**src/ldc_params.svh**
```systemverilog
/*
  Timing counts, levels and encodings for the LED dimming and pump mode control.
  Assumes a 10 MHz system clock.
*/
`ifndef LDC_PARAMS_SVH
`define LDC_PARAMS_SVH

`define LDC_CLK_HZ 10000000
`define LDC_CLK_NS 100
// Shutdown low time window, microseconds
`define LDC_SHDN_MIN_US 12500
`define LDC_SHDN_TYP_US 20000
`define LDC_SHDN_MAX_US 30000
`define LDC_SHDN_CYC ((`LDC_SHDN_TYP_US * (`LDC_CLK_HZ / 1000000)))
// Shortest dimming pulse honoured, nanoseconds
`define LDC_PULSE_MIN_NS 200
`define LDC_PULSE_MIN_CYC ((`LDC_PULSE_MIN_NS + `LDC_CLK_NS - 1) / `LDC_CLK_NS)
// Level count
`define LDC_LEVELS 32
`define LDC_LEVEL_W 5
`define LDC_LEVEL_FULL 5'h00
`define LDC_LEVEL_LAST 5'h1F
`define LDC_CHANNELS 6
// Current code width: 25*(32-n)/32 expressed as (32-n), 0..32
`define LDC_CODE_W 6
`define LDC_CODE_FULL 6'h20

`endif

```
**src/ldc_pkg.sv**
```systemverilog
/*
  Types for the LED dimming and pump mode control.
  Assumes ldc_params.svh is included before use.
*/
`include "ldc_params.svh"

package ldc_pkg;

  typedef enum logic [1:0] {
    LDC_GAIN_1X,
    LDC_GAIN_1P33X,
    LDC_GAIN_1P5X,
    LDC_GAIN_2X
  } ldc_gain_t;

  typedef enum logic [1:0] {
    LDC_ST_SHUTDOWN,
    LDC_ST_ACTIVE
  } ldc_mode_t;

  typedef struct packed {
    logic [2:0] dim_sync;
    logic [2:0] gate_sync;
    logic dim_q;
    logic gate_q;
    logic [`LDC_LEVEL_W-1:0] hi_cnt;
  } ldc_inputs_t;

  typedef struct packed {
    ldc_inputs_t inp;
    ldc_mode_t mode;
    ldc_gain_t gain;
    logic [`LDC_LEVEL_W-1:0] pulses;
    logic [31:0] dim_low_cnt;
    logic [31:0] gate_low_cnt;
    logic [`LDC_CHANNELS-1:0] sink_en;
    logic [`LDC_CODE_W-1:0] code;
    logic pump_on;
  } ldc_state_t;

endpackage : ldc_pkg

```
**src/ldc_core.sv**
```systemverilog
/*
  Digital control of a six channel LED driver: charge pump gain stepping,
  one-wire pulse dimming over 32 levels, duty gate and low-time shutdown.
  Assumes the analog side reports regulation headroom and undervoltage as
  asynchronous levels, and turns the current code into sink current.
*/
// How it works
// After reset the pump starts in unity gain.
// Pump stays in unity while every channel regulates.
// Loss of regulation in unity moves the pump to 1.33x.
// Further loss steps to 1.5x, then 2x, the highest gain.
// Recovery at unity headroom jumps straight back to unity gain.
// Undervoltage disables all channels and enters shutdown.
// First dimming rising edge after shutdown enables all channels at full scale.
// Each later dimming pulse lowers the level by one thirty-second.
// Act on rising edges; after the 31st step the next wraps to full.
// Current code is 32 minus the pulse count, in 25/32 mA units.
// Host keeps pulses 200 ns to 100 us; shorter ones are filtered.
// Gate high drives all channels at the programmed level.
// Gate low forces every channel current to zero.
// Either input low for about 20 ms enters shutdown.
// Shutdown low-time detection lies between 12.5 ms and 30 ms.
// In shutdown all channel outputs are high impedance and zero current.
// Entering shutdown clears the pulse count and returns pump to unity.
`timescale 1ns/1ps
`include "ldc_params.svh"

module ldc_core
  import ldc_pkg::*;
#(
  parameter int SHDN_CYCLES = `LDC_SHDN_CYC,
  parameter int PULSE_MIN_CYCLES = `LDC_PULSE_MIN_CYC
)
(
  // Clock and reset
  input wire logic i_clock,
  input wire logic i_rst_b,
  // Host pins
  input wire logic i_dim_pulse_in,
  input wire logic i_duty_gate_in,
  // Analog status
  input wire logic i_pump_supply_uvlo,
  input wire logic i_regulation_lost,
  input wire logic i_unity_headroom_ok,
  // Outputs
  output logic [1:0] o_pump_gain,
  output logic o_pump_on,
  output logic [`LDC_CHANNELS-1:0] o_led_channel_sinks_en,
  output logic [`LDC_CODE_W-1:0] o_led_current_code,
  output logic o_shutdown
);

  logic [2:0] uv_sync_r;
  logic [2:0] rl_sync_r;
  logic [2:0] hr_sync_r;
  ldc_state_t st_r;
  ldc_state_t st_nxt;

  // Three stage filter: a level counts once stages two and three agree
  function automatic logic agreed(input logic [2:0] s, input logic prev);
    agreed = (s[1] == s[2]) ? s[2] : prev;
  endfunction : agreed

  logic uv_q_r;
  logic rl_q_r;
  logic hr_q_r;

  always_ff @(posedge i_clock or negedge i_rst_b)
  begin
    if (!i_rst_b)
    begin
      uv_sync_r <= 3'h0;
      rl_sync_r <= 3'h0;
      hr_sync_r <= 3'h0;
      uv_q_r <= 1'b0;
      rl_q_r <= 1'b0;
      hr_q_r <= 1'b0;
    end
    else
    begin
      uv_sync_r <= {uv_sync_r[1:0], i_pump_supply_uvlo};
      rl_sync_r <= {rl_sync_r[1:0], i_regulation_lost};
      hr_sync_r <= {hr_sync_r[1:0], i_unity_headroom_ok};
      uv_q_r <= agreed(uv_sync_r, uv_q_r);
      rl_q_r <= agreed(rl_sync_r, rl_q_r);
      hr_q_r <= agreed(hr_sync_r, hr_q_r);
    end
  end

  always_comb
  begin
    logic dim_rise;
    logic dim_new;
    logic gate_new;
    logic shdn_req;
    dim_rise = 1'b0;
    dim_new = 1'b0;
    gate_new = 1'b0;
    shdn_req = 1'b0;
    st_nxt = st_r;

    st_nxt.inp.dim_sync = {st_r.inp.dim_sync[1:0], i_dim_pulse_in};
    st_nxt.inp.gate_sync = {st_r.inp.gate_sync[1:0], i_duty_gate_in};
    dim_new = agreed(st_r.inp.dim_sync, st_r.inp.dim_q);
    gate_new = agreed(st_r.inp.gate_sync, st_r.inp.gate_q);
    st_nxt.inp.gate_q = gate_new;

    // Glitch filter: a high shorter than the minimum is not a pulse
    if (dim_new && st_r.inp.hi_cnt != `LDC_LEVEL_LAST)
      st_nxt.inp.hi_cnt = st_r.inp.hi_cnt + 5'h01;
    else if (!dim_new)
      st_nxt.inp.hi_cnt = 5'h00;
    if (dim_new && !st_r.inp.dim_q)
      st_nxt.inp.dim_q = 1'b1;
    else if (!dim_new)
      st_nxt.inp.dim_q = 1'b0;
    dim_rise = dim_new && (st_r.inp.hi_cnt == 5'(PULSE_MIN_CYCLES - 1));

    // Low-time counters, saturating
    if (dim_new)
      st_nxt.dim_low_cnt = 32'h0;
    else if (st_r.dim_low_cnt < 32'(SHDN_CYCLES))
      st_nxt.dim_low_cnt = st_r.dim_low_cnt + 32'h1;
    if (gate_new)
      st_nxt.gate_low_cnt = 32'h0;
    else if (st_r.gate_low_cnt < 32'(SHDN_CYCLES))
      st_nxt.gate_low_cnt = st_r.gate_low_cnt + 32'h1;
    shdn_req = (st_r.dim_low_cnt >= 32'(SHDN_CYCLES))
      || (st_r.gate_low_cnt >= 32'(SHDN_CYCLES));

    case (st_r.mode)
      LDC_ST_SHUTDOWN:
      begin
        st_nxt.gain = LDC_GAIN_1X;
        st_nxt.pulses = `LDC_LEVEL_FULL;
        if (dim_rise && !uv_q_r)
        begin
          st_nxt.mode = LDC_ST_ACTIVE;
          st_nxt.dim_low_cnt = 32'h0;
          st_nxt.gate_low_cnt = 32'h0;
        end
      end
      LDC_ST_ACTIVE:
      begin
        if (uv_q_r || shdn_req)
        begin
          st_nxt.mode = LDC_ST_SHUTDOWN;
          st_nxt.gain = LDC_GAIN_1X;
          st_nxt.pulses = `LDC_LEVEL_FULL;
        end
        else
        begin
          if (dim_rise)
            st_nxt.pulses = st_r.pulses + 5'h01;
          // Headroom wins over loss above unity; at unity, loss with headroom still steps the pump to 1.33x
          if (hr_q_r && st_r.gain != LDC_GAIN_1X)
            st_nxt.gain = LDC_GAIN_1X;
          else if (rl_q_r)
          begin
            case (st_r.gain)
              LDC_GAIN_1X: st_nxt.gain = LDC_GAIN_1P33X;
              LDC_GAIN_1P33X: st_nxt.gain = LDC_GAIN_1P5X;
              LDC_GAIN_1P5X: st_nxt.gain = LDC_GAIN_2X;
              default: st_nxt.gain = LDC_GAIN_2X;
            endcase
          end
          else
            st_nxt.gain = st_r.gain;
        end
      end
      default:
        st_nxt.mode = LDC_ST_SHUTDOWN;
    endcase

    st_nxt.pump_on = (st_nxt.mode == LDC_ST_ACTIVE);
    st_nxt.sink_en = (st_nxt.mode == LDC_ST_ACTIVE) ? {`LDC_CHANNELS{1'b1}} : '0;
    if (st_nxt.mode == LDC_ST_ACTIVE && gate_new)
      st_nxt.code = `LDC_CODE_FULL - {1'b0, st_nxt.pulses};
    else
      st_nxt.code = 6'h00;
  end

  // Limitation: a level change takes effect once the pulse has been high 200 ns
  always_ff @(posedge i_clock or negedge i_rst_b)
  begin
    if (!i_rst_b)
    begin
      st_r <= '0;
      st_r.mode <= LDC_ST_SHUTDOWN;
      st_r.gain <= LDC_GAIN_1X;
    end
    else
      st_r <= st_nxt;
  end

  always_ff @(posedge i_clock or negedge i_rst_b)
  begin
    if (!i_rst_b)
    begin
      o_pump_gain <= 2'h0;
      o_pump_on <= 1'b0;
      o_led_channel_sinks_en <= '0;
      o_led_current_code <= 6'h00;
      o_shutdown <= 1'b1;
    end
    else
    begin
      o_pump_gain <= st_nxt.gain;
      o_pump_on <= st_nxt.pump_on;
      o_led_channel_sinks_en <= st_nxt.sink_en;
      o_led_current_code <= st_nxt.code;
      o_shutdown <= (st_nxt.mode == LDC_ST_SHUTDOWN);
    end
  end

endmodule : ldc_core

```
**config.mk**
```make
export PLATFORM = sky130hd
export DESIGN_NAME = ldc_core
export DESIGN_NICKNAME = d
export VERILOG_FILES = /design/src/ldc_pkg.sv /design/src/ldc_core.sv
export VERILOG_INCLUDE_DIRS = /design/src /design/src/src
export SDC_FILE = /design/constraint.sdc
export NUM_CORES = 1
export LEC_CHECK = 0
export BUFFER_PORTS_ARGS = -buffer_cell sky130_fd_sc_hd__buf_2
export CORE_MARGIN = 4
export CORE_UTILIZATION = 55
export CTS_CLUSTER_DIAMETER = 60
export DETAILED_ROUTE_END_ITERATION = 12
export GPL_TIMING_DRIVEN = 0
export PLACE_DENSITY = 0.73
export SLEW_MARGIN = 25
export SYNTH_ARGS = -nofsm -noshare
export SYNTH_HDL_FRONTEND = slang
export SYNTH_SLANG_ARGS = --single-unit
```
**constraint.sdc**
```tcl
create_clock -name i_clock -period 3 [get_ports i_clock]
set_input_delay 0.6 -clock i_clock [delete_from_list [all_inputs] [get_ports i_clock]]
set_output_delay 0.6 -clock i_clock [all_outputs]
set_load 0.005 [all_outputs]
```
==> flow_results.org <==
** Outcome
- The run finished with clean final reports.

** Route
- The first routing iteration left 112 violations.
- For this run, the detailed router's first-pass iteration total came to 4.
- In the final routed layout, each cell accounts on average for 13.5 µm.
- The detail route stage leaves a number of antenna-violating nets equal to 0.
- The final route contains 2844 vias.
- After detailed routing, the total wire length is 7320 µm.
- After detailed routing, the number of remaining DRC violations is 0.
- Ratio of routed vias to standard cells :: 5.25

** Yosys
- The synthesized design contains 0 enable-type register cells.
- Number of unique standard cell types used by synthesis :: 51
- Netlist area before placement :: 0.00453 mm²
- Synth top area share :: 58.0%
- Most area-hungry cell type in the Yosys netlist :: dfrtp_1
- Sequential elements use 58.6% of the synthesized area.
- Most common cell in the synthesized netlist :: dfrtp_1
- The synthesized design contains 106 register bits.
- Post-Synthesis Net Count :: 416
- A synthesized cell averages 11.3 µm².
- Leading cell types by count after synthesis :: 105 x dfrtp_1, 54 x nor2_1, 28 x xor2_1, 20 x nand2_1, 17 x and2_1
- Async SR Flop Fraction :: 100%
- Number of warnings printed during yosys synthesis :: 0
- Synthesis produced a netlist whose cell count is 400.
- Most used flip-flop cell after synthesis :: dfrtp_1
- Synth top area cells :: dfrtp_1 58%, xor2_1 5.4%, nor2_1 4.5%, ha_1 2.5%, and2_1 2.3%

** Worst setup path
- Crit path kind :: reg2reg
- R2R Path Start :: st_r[48]$_DFF_PN0_
- Data arrival at the endpoint of the critical path :: 3.05 ns
- Tracing the worst setup path back leads to its startpoint at st_r[48]$_DFF_PN0_.
- In this run the worst path has a maximum fanout of 7.
- STA classifies the critical path endpoint as a flop.
- STA puts the critical path data required time at 3.29 ns.
- STA classifies the critical path startpoint as a flop.

** GRT
- The via count of the first global-routing pass is 2859.
- The first global-routing pass estimated 13100 µm of wire.
- Global-route total usage across every layer :: 16.4%
- Entering global routing, the biggest net connects 60 pins.
- For this run the aggregate overflow at the end of global routing stands at 0.
- Antenna violations before repair :: 0

** Clock tree
- Clock root buffer :: clkbuf_8
- CTS tree :: yes
- CTS H-Tree Depth :: 3
- Worst skew pair latency :: 0.35 ns
- For this design, the sink count on the clock tree is 106.
- TritonCTS created 9 clock buffers.
- Clock input transition at the sequential cells of the worst setup and hold paths :: 0.09 ns
- The clock passes through at most 2 buffers.

** STA
- Post-route clock skew :: 0.00945 ns
- After layout, the minimum clock period comes to 2.77 ns.
- Slew at the pin with the worst max-slew slack :: 0.538 ns
- The number of hold violations in the final report is 0.
- Setup repair after global routing left no endpoint under its margin.
- Setup TNS after final layout :: 0 ns
- Final setup vio count :: 0
- Max Clock Freq :: 0.362 GHz
- Slew margin rel. :: 64.1%
- The number of slew-limit violations in the final report is 0.
- In the finished design, the share of the clock period the worst path needs comes to 92.2%.

** Die
- Vertical die dimension :: 98.8 µm
- During I/O placement, the number of pins put on the boundary was 23.
- Initial Utilization :: 57.5%
- Core Box Area :: 0.00789 mm²
- Die width :: 98.8 µm
- Total die area :: 0.00976 mm²
- Total number of placement rows :: 32

** Placement
- Estimated wirelength of the detail-placed design :: 5130 µm
- Routability-driven placement finished with a final weighted congestion of 0.829.
- During placement, the flow inserted port buffers numbering 22.

** Finish
- The number of antenna diodes in the final layout is 0.
- Fraction of final layout cells with drive strength greater than 1 :: 15.2%
- Nets :: 451
- Layout overhead on the synthesized area :: 11.2%
- The filler cells instantiated in the layout total 629.
- Utilization after layout :: 63.9%

** Min path
- Class of the most critical hold timing path :: in2async

** Pwr
- IR drop worst, VDD :: 0.000314 V
- Static leakage power :: 0.00242 µW
- For this design the ratio of total power to cell area is 512 mW/mm².

** Job
- Across the run, the number of max-cap violations was 0.
-- cell type report --
class                           count  area, µm²  share of cell area, %
Multi-Input combinational cell    260       1710                   33.9
Sequential cell                   106       2650                   52.7
Inverter                           14       55.1                   1.09
Clock inverter                      3       46.3                  0.919
Buffer                             20        126                   2.51
Clock buffer                       13        169                   3.35
Tap cell                          102        128                   2.53
Timing Repair Buffer               24        151                   3.00
-- layer usage --
metal	track usage, %	wire, µm
met5	0	0
met4	5.57	108
met3	3.96	249
met2	25.4	3350
met1	22.9	3610
-- power breakdown --
| group | switching [µW] | internal (µW) | total, µW |
|---|---|---|---|
| Combinational | 106 | 60.8 | 167 |
| Clock | 448 | 457 | 905 |
| Sequential | 39.8 | 1470 | 1510 |
| Total | 594 | 1990 | 2580 |
-- cell usage in the layout, fill, tap and decap left out, drive strengths merged, types with 12 or more instances in the layout --
cell      n
nand2    20
nand3    12
inv      14
nand4    14
dfrtp   105
clkbuf   20
xor2     28
nor2     54
nor2b    15
buf      37
and2     17
-- timing repair --
| item | in CTS | in global routing |
|---|---|---|
| hold endpoints to repair | 0 | 0 |
| pin swaps | 0 | 2 |
| setup endpoints to repair | 1 | 2 |
| gates resized for setup | 1 | 2 |
| setup buffers | 0 | 1 |
| hold buffers | 0 | 0 |
-- registers in the layout, indices dropped and copies added, names as in the netlist --
| signal | flops |
|---|---|
| uv_q_r | 1 |
| hr_q_r | 1 |
| st_r | 80 |
| rl_q_r | 1 |
| o_led_current_code | 6 |
| rl_sync_r | 3 |
| o_pump_gain | 2 |
| o_shutdown | 1 |
| hr_sync_r | 3 |
| o_led_channel_sinks_en | 1 |
| st_nxt | 4 |
| uv_sync_r | 3 |
-- final timing paths --
check / cells past startpoint / slack, ns / endpoint
max: 11 / 0.23 / o_led_current_code[4]$_DFF_PN0_
min: 1 / 0.20 / st_r[74]$_DFF_PN0_
max reg2reg: 11 / 0.23 / o_led_current_code[4]$_DFF_PN0_
min reg2reg: 0 / 0.35 / st_nxt[98]$_DFF_PN0_
max in group asynchronous: 2 / 2.14 / o_shutdown$_DFF_PN1_
min in group i_clock: 1 / 0.34 / st_nxt[94]$_DFF_PN0_
-- critical path: stages (launching register included) --
cell	delay (ns)
dfrtp_1	0.43
or3b_1	0.43
nor4_4	0.25
a31oi_2	0.16
nand3_2	0.18
o21ai_1	0.10
and2_1	0.18
a21oi_1	0.13
ha_1	0.21
nand3_1	0.10
or3b_1	0.38
a21oi_2	0.15
-- metrics by stage --
step           worst slack (ns)  power (µW)  cell area, µm²  cells  hold WS (ns)
4_1_cts                  0.0948        2620            5020    541         0.203
3_5_place_dp            0.00393        1710            4800    525         0.336
3_3_place_gp             0.0413        1690            4770    524         0.332
2_1_floorplan             0.396        1630            4530    400         0.304
6_report                  0.235        2580            5040    542         0.204
5_1_grt                  0.0105        2710            5040    542         0.231
-- kinds of logic after synthesis --
logic type / after synthesis / synth area share [%]
adder cells (fa/ha/maj): 13 / 3.37
AO/OA/AOI/OAI: 34 / 5.99
multiplexers: 2 / 0.442
AND/OR/NAND/NOR: 174 / 20.6
flip-flops: 106 / 58.6
XOR/XNOR: 36 / 6.96
other: 1 / 0.0827
buffers and inverters: 34 / 4.00
Power figures use the tool's default switching activity.
